File: src/exec_pkg.sv
package exec_pkg;

	// ------------------------------------------------------------
	// Widths and sizes
	// ------------------------------------------------------------
	localparam int DATA_W = 8;
	localparam int PC_W = 10;
	localparam int PAGE_AW = 4;
	localparam int PAGE_DEPTH = 16;

	// ------------------------------------------------------------
	// Reset values and cycle counts
	// ------------------------------------------------------------
	localparam logic [DATA_W-1:0] WORK_RESET = 8'h00;
	localparam logic [PC_W-1:0] PC_RESET = 10'h000;
	localparam logic [PC_W-1:0] PC_STEP = 10'h001;
	localparam logic [DATA_W-1:0] PAGE_RESET = 8'h00;
	localparam logic [DATA_W-1:0] ZERO_BYTE = 8'h00;
	localparam int SHORT_CYCLES = 1;
	localparam int LONG_CYCLES = 2;

	// Instructions this unit executes
	typedef enum logic [2:0] {
		no_op,
		or_immediate_op,
		load_immediate_op,
		periph_page_read_op,
		periph_page_write_op,
		long_call_op,
		long_branch_op
	} op_type;

	// Issue phase: run takes a new instruction, wait is the
	// second cycle of a long instruction
	typedef enum logic {
		phase_run,
		phase_wait
	} phase_type;

endpackage

File: src/page_bus_if.sv
`timescale 1ns/1ps
interface page_bus_if;
	import exec_pkg::*;

	logic wr_en;
	logic [PAGE_AW-1:0] wr_addr;
	logic [DATA_W-1:0] wr_data;
	logic [PAGE_AW-1:0] rd_addr;
	logic [DATA_W-1:0] rd_data;

	modport ctrl (
		output wr_en,
		output wr_addr,
		output wr_data,
		output rd_addr,
		input rd_data
	);

	modport mem (
		input wr_en,
		input wr_addr,
		input wr_data,
		input rd_addr,
		output rd_data
	);

endinterface

File: src/periph_page_mem.sv
`timescale 1ns/1ps
module periph_page_mem (
	input wire logic clk,
	input wire logic rst,
	page_bus_if.mem bus
);
	import exec_pkg::*;

	logic [DATA_W-1:0] entry_r [PAGE_DEPTH];
	logic [DATA_W-1:0] rd_data_r;

	// ------------------------------------------------------------
	// Storage, one register per page entry
	// ------------------------------------------------------------
	for (genvar i = 0; i < PAGE_DEPTH; i++) begin : g_entry
		// Entry is loaded when the write index matches
		always_ff @(posedge clk) begin
			if (rst) begin
				entry_r[i] <= PAGE_RESET;
			end else if (bus.wr_en && bus.wr_addr == PAGE_AW'(i)) begin
				entry_r[i] <= bus.wr_data;
			end
		end
	end

	// ------------------------------------------------------------
	// Registered read port
	// ------------------------------------------------------------
	// A write to the same index in the same cycle is forwarded
	always_ff @(posedge clk) begin
		if (rst) begin
			rd_data_r <= PAGE_RESET;
		end else if (bus.wr_en && bus.wr_addr == bus.rd_addr) begin
			rd_data_r <= bus.wr_data;
		end else begin
			rd_data_r <= entry_r[bus.rd_addr];
		end
	end

	assign bus.rd_data = rd_data_r;

endmodule

File: src/instr_exec.sv
`timescale 1ns/1ps
module instr_exec (
	input wire logic clk,
	input wire logic rst,
	input wire logic instr_valid,
	input wire exec_pkg::op_type instr_op,
	input wire logic [exec_pkg::PC_W-1:0] instr_arg,
	output logic instr_ready,
	output logic [exec_pkg::DATA_W-1:0] working_register,
	output logic zero_flag,
	output logic [exec_pkg::PC_W-1:0] pc,
	output logic stack_push,
	output logic [exec_pkg::PC_W-1:0] stack_push_addr,
	output logic retired
);
	import exec_pkg::*;

	// ------------------------------------------------------------
	// State
	// ------------------------------------------------------------
	typedef struct packed {
		phase_type phase;
		logic ready;
		logic stage_valid;
		op_type stage_op;
		logic [PC_W-1:0] stage_arg;
		logic [DATA_W-1:0] work;
		logic zero;
		logic [PC_W-1:0] pc;
		logic push;
		logic [PC_W-1:0] push_addr;
		logic retired;
	} state_type;

	state_type state_r;
	state_type state_nxt;
	logic take;
	logic [DATA_W-1:0] imm;
	logic [DATA_W-1:0] or_result;
	logic [PC_W-1:0] next_pc;

	page_bus_if page_bus ();

	periph_page_mem u_page (
		.clk(clk),
		.rst(rst),
		.bus(page_bus)
	);

	// ------------------------------------------------------------
	// Issue and page access
	// ------------------------------------------------------------
	// Instruction is taken while ready; the read index goes to the
	// page at the same edge so the data meets the execute stage
	assign take = instr_valid && state_r.ready;
	assign page_bus.rd_addr = instr_arg[PAGE_AW-1:0];

	// Page write happens from the execute stage
	assign page_bus.wr_en = state_r.stage_valid &&
		state_r.stage_op == periph_page_write_op;
	assign page_bus.wr_addr = state_r.stage_arg[PAGE_AW-1:0];
	assign page_bus.wr_data = state_r.work;

	// Operand helpers
	assign imm = state_r.stage_arg[DATA_W-1:0];
	assign or_result = state_r.work | imm;
	assign next_pc = state_r.pc + PC_STEP;

	// ------------------------------------------------------------
	// Next state
	// ------------------------------------------------------------
	always_comb begin
		state_nxt = state_r;
		state_nxt.push = 1'b0;
		state_nxt.retired = 1'b0;

		// Issue phase, long instructions hold off one cycle
		case (state_r.phase)
			phase_run: begin
				if (take && (instr_op == long_call_op ||
					instr_op == long_branch_op)) begin
					state_nxt.phase = phase_wait;
					state_nxt.ready = 1'b0;
				end
			end
			phase_wait: begin
				state_nxt.phase = phase_run;
				state_nxt.ready = 1'b1;
			end
			default: begin
				state_nxt.phase = phase_run;
				state_nxt.ready = 1'b1;
			end
		endcase

		// Decode stage register
		state_nxt.stage_valid = take;
		if (take) begin
			state_nxt.stage_op = instr_op;
			state_nxt.stage_arg = instr_arg;
		end

		// Execute stage
		if (state_r.stage_valid) begin
			state_nxt.retired = 1'b1;
			state_nxt.pc = next_pc;
			case (state_r.stage_op)
				or_immediate_op: begin
					state_nxt.work = or_result;
					state_nxt.zero = (or_result == ZERO_BYTE);
				end
				load_immediate_op: begin
					state_nxt.work = imm;
				end
				periph_page_read_op: begin
					state_nxt.work = page_bus.rd_data;
				end
				periph_page_write_op: begin
					state_nxt.work = state_r.work;
				end
				long_call_op: begin
					state_nxt.push = 1'b1;
					state_nxt.push_addr = next_pc;
					state_nxt.pc = state_r.stage_arg;
				end
				long_branch_op: begin
					state_nxt.pc = state_r.stage_arg;
				end
				default: begin
					state_nxt.work = state_r.work;
				end
			endcase
		end
	end

	// ------------------------------------------------------------
	// State register
	// ------------------------------------------------------------
	always_ff @(posedge clk) begin
		if (rst) begin
			state_r.phase <= phase_run;
			state_r.ready <= 1'b1;
			state_r.stage_valid <= 1'b0;
			state_r.stage_op <= no_op;
			state_r.stage_arg <= PC_RESET;
			state_r.work <= WORK_RESET;
			state_r.zero <= 1'b0;
			state_r.pc <= PC_RESET;
			state_r.push <= 1'b0;
			state_r.push_addr <= PC_RESET;
			state_r.retired <= 1'b0;
		end else begin
			state_r <= state_nxt;
		end
	end

	// Outputs straight from the state register
	assign instr_ready = state_r.ready;
	assign working_register = state_r.work;
	assign zero_flag = state_r.zero;
	assign pc = state_r.pc;
	assign stack_push = state_r.push;
	assign stack_push_addr = state_r.push_addr;
	assign retired = state_r.retired;

endmodule

File: config.mk
export PLATFORM = sky130hd
export DESIGN_NAME = instr_exec
export DESIGN_NICKNAME = d
export VERILOG_FILES = /design/src/exec_pkg.sv /design/src/page_bus_if.sv /design/src/periph_page_mem.sv /design/src/instr_exec.sv
export SDC_FILE = /design/constraint.sdc
export NUM_CORES = 1
export LEC_CHECK = 0
export ABC_AREA = 1
export BUFFER_PORTS_ARGS = -buffer_cell sky130_fd_sc_hd__buf_2
export CAP_MARGIN = 0
export CORE_MARGIN = 4
export CORE_UTILIZATION = 35
export CTS_BUF_LIST = sky130_fd_sc_hd__clkbuf_16
export CTS_CLUSTER_SIZE = 24
export DETAILED_ROUTE_END_ITERATION = 8
export PLACE_DENSITY_LB_ADDON = 0.1
export SKIP_LAST_GASP = 1
export SLEW_MARGIN = 25
export SYNTH_ARGS = -nofsm -noshare
export SYNTH_HDL_FRONTEND = slang
export SYNTH_SLANG_ARGS = --single-unit
File: constraint.sdc
create_clock -name clk -period 5 [get_ports clk]
set_input_delay 0.75 -clock clk [delete_from_list [all_inputs] [get_ports clk]]
set_output_delay 0.75 -clock clk [all_outputs]
set_load 0.03 [all_outputs]
==> impl_metrics.yaml, run 1 <==
power_and_ir_drop:
  power_leakage_nw: 4.09
  p_per_area_mw_per_mm2: 354
  irDropWorstVdd_mv: 0.202
  power_mw: 3.45
setup_path:
  crit_chain: "buf_2, inv_1, o21ai_0, nor2_1, nand3_2, nor2_1, nor2_1, nand2_1, inv_1"
  cp_slowest_stage_delay_ns: 0.89
  crit_path_start_kind: "input port"
  crit_top_cell: "nor2_1"
  cpLargestDelayFamily: "buffers and inverters"
  r2r-start: "state_r[44]"
  crit_type: "in -> reg"
  end_kind: "flip-flop"
  critical_path_arrival_ns: 2.95
  required_ns: 5.33
  critPathBufInv: 3
  cp_slowest_cell: "inv_1"
  path_max_fanout: 35
  startpoint: "instr_arg[1]"
die:
  row_count: 58
  dieArea_mm2: 0.0281
  initial_core_util_pct: 35.5
  die_h_um: 168
  die_w_um: 168
  placeableCoreArea_mm2: 0.0251
  io_pins: 48
grt:
  grt_max_degree: 67
  grtUsageTotal_pct: 18.5
  antenna_found_initial: 0
  grt_pass1_vias: 6853
  grt_first_pass_wirelength_um: 40000
  overflow: 0
status:
  status: "completed"
timing:
  relSlewSlack_pct: 28.9
  setup_violations: 0
  tns_ns: 0
  tightest_slew_ns: 1.07
  skew_ns: 0.0137
  fin_crit_sh_pct: 52.4
  max_freq_mhz: 382
  slew_viol_final: 0
  period_needed_ns: 2.62
  rsz0062_at_grt: "false"
  hold_violations: 0
clock_tree:
  path_clk_slew_ns: 0.07
  ctsHoldBuffers: 0
  h-tree-depth: 4
  cts_tree: "done"
  cts_buffers: 17
  clock-sinks: 183
  post_cts_resized: 0
  cts_buffer_depth: 2
  root_buffer: "clkbuf_16"
  clk_latency_ns: 0.44
  cts_setup_buffers: 0
logic_synthesis:
  synth_area_leaders: "edfxtp_1, dfxtp_1, nand2_1"
  synthMuxAreaShare_pct: 0
  synth_xor_xnor_area_share_pct: 0.688
  yosys.area_share.adder_pct: 0.140
  seq_area_frac_synth_pct: 55.5
  synth_warnings: 0
  synth_compound_area_share_pct: 6.43
  synthCells: 1066
  yosysTopAreaCellShare_pct: 43.2
  synth_top_family_by_area: "simple AND/OR/NAND/NOR gates"
  synth.net_count: 1083
  synth_cell_types: 32
  yosys.area.top_type: "edfxtp_1"
  ys_ff_latch: 183
  yosys.area_share.simple_pct: 26.9
  avgSynthCellArea_um2: 8.36
  syn_area_mm2: 0.00891
cells_and_area:
  area_growth_syn_to_layout_pct: 9.33
  drive_gt1_share_pct: 10.0
  fin_util_pct: 38.8
  antennaDiodeCount: 0
  final_nets: 1073
  fillers: 2645
  multi_input_area_mm2: 0.00304
  fin_cells: 1399
  regArea_mm2: 0.00494
drt:
  dr_total_vias: 6916
  wirelength_um: 25600
  avgViaCountPerCell: 4.94
  dr.pass1.iters: 5
  drtIter0Drc: 613
  route.detailed.drc: 0
  avgRoutedWirePerCell_um: 18.3
  ant_nets: 0
hold_path:
  worstHoldStart: "stack_push_addr[2]"
  worstHoldPathType: "reg -> reg"
placed_design:
  post-place-cells: 1367
  dp_hpwl_um: 16600
  gp_congestion: 0.797
  portBuffers: 47
job:
  max_cap_violations: 0
==> cells by family after synthesis <==
kind of cell / count (synthesis)
AO/OA/AOI/OAI: 103
XOR/XNOR: 7
adder cells (fa/ha/maj): 1
buffers and inverters: 206
flip-flops: 183
AND/OR/NAND/NOR: 566
==> routing by layer <==
metal,global-route usage (%),vias up,share of wire (%)
met2,29.0,180,46
met1,25.9,3305,47
met4,6.28,0,2.1
li1,-,3398,-
met5,0,-,0
met3,3.49,33,5.0
==> metrics by stage <==
step / setup slack (ns) / area, um^2 / hold WS (ns)
5_1_grt: 2.11 / 9740 / 0.536
4_1_cts: 2.15 / 9740 / 0.496
2_1_floorplan: 3.03 / 8910 / 0.446
6_report: 2.38 / 9740 / 0.490
3_3_place_gp: 2.01 / 9140 / 0.473
3_5_place_dp: 1.94 / 9140 / 0.480
==> synth_stat cells (all sizes together) <==
cell and number:
o21ai 62, a21oi 17, and3 1, clkinv 5
edfxtp 128, nand3 114, xnor2 3, nor2 188
dfxtp 55, o211ai 5, nand4 4, clkbuf 21
nor3 8, nand2 249, xor2 4, ha 1
inv 122, buf 58, a32oi 8, a31oi 10
a21o 1, or2 2
==> cell usage in the layout, fill, tap and decap left out, drive strengths merged <==
cell type  synthesis  layout
o21ai             62      62
nand3            114     114
ha                 1       1
a21oi             17      17
clkinvlp           0       3
a31oi             10      10
inv              122     127
xnor2              3       3
edfxtp           128     128
a21o               1       1
clkinv             5       9
nand2            249     249
bufinv             0       3
xor2               4       4
and3               1       1
nor2             188     188
buf               58      50
o211ai             5       5
dfxtp             55      55
nor3               8       8
clkbuf            21      17
a32oi              8       8
or2                2       2
nand4              4       4
==> report_power, final <==
group / internal (mW) / total (mW) / switching (mW)
logic: 0.0799 / 0.326 / 0.246
registers: 1.68 / 1.72 / 0.0434
clock network: 0.790 / 1.41 / 0.615
==> sequential cells by signal, summed over array words and instances, names as in the netlist, 7 cells and up <==
signal              count
stack_push_addr        10
imm                     8
pc                     10
u_page.entry_r        128
u_page.bus.rd_data      8
state_r                 7
working_register        8
==> worst min-delay path, stage by stage (launching register included) <==
cell,delay [ns]
dfxtp_1,0.33
nand2_1,0.07
a21oi_1,0.05
==> final timing paths <==
check                          end  slack (ns)  depth (start not counted)
max reg2reg  u_page.entry_r[15][0]        2.39                          4
max          u_page.bus.rd_data[1]        2.38                          9
min             stack_push_addr[2]        0.49                          2
min reg2reg     stack_push_addr[2]        0.49                          2
==> layout make-up <==
| type | count | share of cell area, % |
|---|---|---|
| Clock buffer | 17 | 4.37 |
| Clock inverter | 15 | 1.80 |
| Inverter | 127 | 4.92 |
| Multi-Input combinational cell | 677 | 31.2 |
| Sequential cell | 183 | 50.8 |
| Tap cell | 330 | 4.24 |
| Timing Repair Buffer | 50 | 2.65 |
Power figures use the tool's default switching activity.
==> inputs of run 2 (changes only) <==
==> constraint.sdc (replaced) <==
create_clock -name clk -period 2.15 [get_ports clk]
set_input_delay 0.3225 -clock clk [delete_from_list [all_inputs] [get_ports clk]]
set_output_delay 0.3225 -clock clk [all_outputs]
set_load 0.03 [all_outputs]
==> run 2 against run 1 <==
- via count rose by 0.75%
- sequential power rose by 130%
- flip-flop and latch count did not move
- count of clock-buffer cells in the layout did not move
- critical endpoint is now pc[9]
==> impl_metrics.yaml, run 2 (synthesis results as in run 1) <==
power_and_ir_drop:
  combPwrFrac_pct: 10.4
  p_clk_share_pct: 40.4
  power_frac_seq_pct: 49.2
  switching_share_pct: 27.2
  p_int_mw: 5.89
  p_per_area_mw_per_mm2: 802
  power.switching_mw: 2.21
  power_leakage_nw: 4.31
  irDropWorstVdd_mv: 0.503
drt:
  route.detailed.drc: 0
  avgRoutedWirePerCell_um: 18.0
  dr.pass1.iters: 5
  dr_total_vias: 6968
  drtIter0Drc: 499
  ant_nets: 0
  wirelength_um: 25900
  avgViaCountPerCell: 4.83
clock_tree:
  cts_buffers: 17
  clock-sinks: 183
  cts_tree: "done"
  h-tree-depth: 4
  root_buffer: "clkbuf_16"
  path_clk_slew_ns: 0.08
  cts_setup_buffers: 0
  post_cts_resized: 0
  cts_buffer_depth: 2
  clk_latency_ns: 0.44
  ctsHoldBuffers: 0
timing:
  period_needed_ns: 1.82
  rsz0062_at_grt: "false"
  tightest_slew_ns: 0.700
  max_freq_mhz: 550
  fin_crit_sh_pct: 84.6
  skew_ns: 0.0133
  slew_viol_final: 0
  relSlewSlack_pct: 53.3
  setup_violations: 0
  hold_violations: 0
  tns_ns: 0
cells_and_area:
  largest_register: "u_page.entry_r"
  area_growth_syn_to_layout_pct: 13.3
  layout_common_cells: "nand2_1, nor2_1, edfxtp_1"
  fin_cells: 1442
  fillers: 2599
  final_common_cell: "nand2_1"
  largest_reg_flops: 128
  drive_gt1_share_pct: 13.7
  stdcell_area_mm2: 0.0101
  antennaDiodeCount: 0
  fin_util_pct: 40.2
  final_nets: 1116
setup_path:
  required_ns: 2.52
  critical_path_arrival_ns: 2.19
  crit_type: "reg -> reg"
  crit_path_start_kind: "flip-flop"
  end_kind: "flip-flop"
  path_max_fanout: 16
grt:
  grt_pass1_vias: 6765
  grt_first_pass_wirelength_um: 40400
  grtUsageTotal_pct: 18.5
  antenna_found_initial: 0
  overflow: 0
  grt_max_degree: 67
hold_path:
  worstHoldPathType: "in -> reg"
die:
  dieArea_mm2: 0.0281
  row_count: 58
  placeableCoreArea_mm2: 0.0251
  io_pins: 48
  die_w_um: 168
  die_h_um: 168
  initial_core_util_pct: 35.5
job:
  max_cap_violations: 0
status:
  status: "completed"
placed_design:
  dpl_cell_area_mm2: 0.00950
  post-place-cells: 1410
  dp_hpwl_um: 17100
  gp_congestion: 0.816
  portBuffers: 47
run 2: cell count changes in the layout (fill, tap and decap cells not counted), sizes merged:
| cell | delta |
|---|---|
| buf | +43 |
| clkinv | -3 |
| inv | +3 |
| clkinvlp | +1 |
| bufinv | -1 |
run 2: through the flow:
step	power, mW	hold slack (ns)	setup WS, ns
finish	8.10	0.158	0.332
global route	8.40	0.134	0.0706
CTS	8.16	0.130	0.310
detailed placement	4.91	0.473	0.326
global placement	4.91	0.457	0.323
floorplan	4.60	0.446	0.226
run 2: final timing paths:
kind | from | to | slack [ns] | depth (start not counted)
hold reg to reg | stack_push_addr[2] | stack_push_addr[2] | 0.48 | 2
hold / removal | instr_arg[5] | imm[5] | 0.16 | 3
setup reg to reg | state_r[43] | pc[9] | 0.33 | 8
setup / recovery | state_r[43] | pc[9] | 0.33 | 8
run 2: layer usage:
metal | vias up | routed length (um) | global-route usage [%]
li1 | 3481 | - | -
met1 | 3335 | 12600 | 26.6
met2 | 132 | 12100 | 29.8
met3 | 20 | 839 | 2.95
met4 | 0 | 288 | 4.09
met5 | - | 0 | 0
run 2: power by group through the flow:
stage	registers (mW)	clock network, mW	logic [mW]
4_1_cts	3.98	3.33	0.853
2_1_floorplan	4.04	0	0.554
3_5_place_dp	4.06	0	0.848
5_1_grt	4.00	3.47	0.929
6_report	3.98	3.27	0.841
3_3_place_gp	4.06	0	0.850
run 2: cell type report:
type | instances | area, um^2 | share of cell area [%]
Clock buffer | 17 | 425 | 4.22
Sequential cell | 183 | 4940 | 49.0
Inverter | 127 | 477 | 4.72
Timing Repair Buffer | 93 | 618 | 6.13
Tap cell | 330 | 413 | 4.09
Clock inverter | 15 | 169 | 1.67
Multi-Input combinational cell | 677 | 3040 | 30.2
run 2: worst max-delay path: stages (launching register included):
cell and delay [ns]:
dfxtp_1 0.45, inv_1 0.25, nor2_1 0.15, nand2_1 0.34
inv_1 0.26, nand2_1 0.07, nand2_1 0.06, inv_1 0.05
a21oi_1 0.13
==> inputs of run 3 (changes only) <==
--- a/config.mk
+++ b/config.mk
@@ -5,7 +5,7 @@
 export SDC_FILE = /design/constraint.sdc
 export NUM_CORES = 1
 export LEC_CHECK = 0
-export ABC_AREA = 1
+export ABC_AREA = 0
 export BUFFER_PORTS_ARGS = -buffer_cell sky130_fd_sc_hd__buf_2
 export CAP_MARGIN = 0
 export CORE_MARGIN = 4
==> constraint.sdc (replaced) <==
create_clock -name clk -period 1.75 [get_ports clk]
set_input_delay 0.2625 -clock clk [delete_from_list [all_inputs] [get_ports clk]]
set_output_delay 0.2625 -clock clk [all_outputs]
set_load 0.03 [all_outputs]
==> run 3 against run 2 <==
- power is 21% higher
- via count shrank 17%
- die area decreased by 4.0%
- sequential power rose by 21%
- sequential share of layout area down 0.94 points
- critical path type unchanged
- combinational power hardly changed
- final cell count down 23%
- synthesized cell count shrank 32%
- utilization increased by 3.1 points
==> impl_metrics.yaml, run 3 <==
timing:
  slew_viol_final: 0
  max_freq_mhz: 603
  relSlewSlack_pct: 51.9
  tightest_slew_ns: 0.720
  hold_violations: 0
  fin_crit_sh_pct: 94.8
  period_needed_ns: 1.66
  fin_ws_ns: 0.0912
  rsz0062_at_grt: "true"
  setup_violations: 0
  skew_ns: 0.0120
drt:
  dr.pass1.iters: 4
  route.detailed.drc: 0
  ant_nets: 0
  avgViaCountPerCell: 5.23
  avgRoutedWirePerCell_um: 20.2
  dr_total_vias: 5807
  drtIter0Drc: 466
  wirelength_um: 22400
logic_synthesis:
  ys.flop_type: "edfxtp_1"
  seq_area_frac_synth_pct: 58.0
  yosysTopAreaCellShare_pct: 45.1
  synth_warnings: 0
  yosysMostFrequentCell: "edfxtp_1"
  yosys.area.top_type: "edfxtp_1"
  synth_cell_types: 43
  synth_area_leaders: "edfxtp_1, dfxtp_1, mux4_2"
  syn_area_mm2: 0.00853
  synth-async-reset-ratio_pct: 0
  synthCells: 728
  synth.net_count: 745
  synth_edf_count: 128
  ys_ff_latch: 183
  yosys-top-cells-count: "edfxtp_1, nor3_1, dfxtp_1"
  avgSynthCellArea_um2: 11.7
setup_path:
  required_ns: 1.85
  startpoint: "state_r[41]"
  critical_path_arrival_ns: 1.76
  r2r-end: "u_page.entry_r[6][0]"
  worstRegToRegCells: 5
  crit_path_start_kind: "flip-flop"
  r2r-start: "state_r[41]"
  crit_type: "reg -> reg"
  crit_path_end: "u_page.entry_r[6][0]"
  end_kind: "flip-flop"
  r2r_setup_slack_ns: 0.09
  path_max_fanout: 17
die:
  die_w_um: 164
  die_h_um: 164
  row_count: 56
  dieArea_mm2: 0.0269
  initial_core_util_pct: 35.9
  io_pins: 48
  placeableCoreArea_mm2: 0.0238
grt:
  grt_use_met3_pct: 3.36
  grtUsageTotal_pct: 17.3
  grt_max_degree: 27
  antenna_found_initial: 0
  overflow: 0
  busiest_layer: "met2"
  grt_pass1_vias: 5939
  grt_first_pass_wirelength_um: 35200
  grt_use_met1_pct: 23.5
  met2_usage_pct: 28.5
clock_tree:
  clk_latency_ns: 0.43
  path_clk_slew_ns: 0.08
  cts_buffers: 17
  ctsHoldBuffers: 0
  cts_buffer_depth: 2
  h-tree-depth: 4
  root_buffer: "clkbuf_16"
  cts_tree: "done"
  clock-sinks: 183
power_and_ir_drop:
  irDropWorstVdd_mv: 0.475
  power_mw: 9.77
  p_per_area_mw_per_mm2: 950
  power_leakage_nw: 3.64
placed_design:
  portBuffers: 47
  dpl_cell_area_mm2: 0.00958
  gp_congestion: 0.786
  dpl_worst_slack_ns: -0.129
  dp_hpwl_um: 15800
cells_and_area:
  final_nets: 795
  drive_gt1_share_pct: 28.1
  stdcell_area_mm2: 0.0103
  layout_common_cells: "edfxtp_1, nor3_1, buf_4"
  area_growth_syn_to_layout_pct: 20.6
  fillers: 2195
  fin_util_pct: 43.3
  antennaDiodeCount: 0
  final_common_cell: "edfxtp_1"
  largest_reg_flops: 128
  largest_register: "u_page.entry_r"
hold_path:
  worstHoldPathType: "in -> reg"
job:
  max_cap_violations: 0
status:
  status: "completed"
==> run 3: through the flow <==
| stage | instances | setup TNS, ns | hold WS [ns] |
|---|---|---|---|
| after CTS | 1110 | 0 | 0.0574 |
| final | 1110 | 0 | 0.0754 |
| after floorplan | 728 | -3.90 | 0.398 |
| after detailed placement | 1076 | -0.982 | 0.442 |
| after global placement | 1076 | -0.639 | 0.425 |
| after global routing | 1110 | -0.0321 | 0.0671 |
==> run 3: cell type report <==
type / count / area, um^2 / share of cell area, %
clock buffer: 17 / 425 / 4.14
clock inverter: 15 / 208 / 2.02
inverter: 8 / 30.0 / 0.292
multi-input combinational: 442 / 3270 / 31.8
sequential: 183 / 4940 / 48.1
tap: 319 / 399 / 3.88
timing repair buffer: 126 / 1010 / 9.79
==> run 3: kinds of logic after synthesis <==
group	after synthesis	synth area share, %
xor gates and xnor gates	11	1.22
and+or+nand+nor	281	16.4
AOI/OAI and AO/OA	110	8.90
DFF	183	58.0
buffers and inverters	103	6.13
adders and majority gates	1	0.147
muxes	39	9.27
==> run 3: layer usage <==
metal	vias to the layer above	share of wire (%)
li1	2751	-
met1	2914	45
met2	118	50
met3	24	3.8
met4	0	1.3
met5	-	0
==> run 3: worst min-delay path by stage <==
stage                 start           to  cells past startpoint
2_1_floorplan  instr_arg[8]  state_r[39]                      2
3_3_place_gp    state_r[46]  state_r[46]                      1
3_5_place_dp    state_r[46]  state_r[46]                      1
4_1_cts        instr_arg[8]  state_r[39]                      3
5_1_grt        instr_arg[8]  state_r[39]                      3
6_report       instr_arg[8]  state_r[39]                      3
==> run 3: worst max-delay path, cell delays in order (launching register included) <==
cell	delay, ns
dfxtp_1	0.33
nor2_2	0.13
and3_4	0.23
nand3b_2	0.11
buf_12	0.18
o21bai_4	0.34
==> run 3: repair_timing <==
action                                  4_1_cts  5_1_grt
pin swaps                                     2        0
gates resized for setup                       1        9
setup buffers                                 2        0
endpoints found under the setup margin       37       84
==> run 3: where the power goes <==
group	leakage [nW]	internal (mW)	switching, mW
sequential	1.77	4.76	0.0757
clock	0.304	2.20	1.89
combinational	1.56	0.365	0.473
total	3.64	7.33	2.44
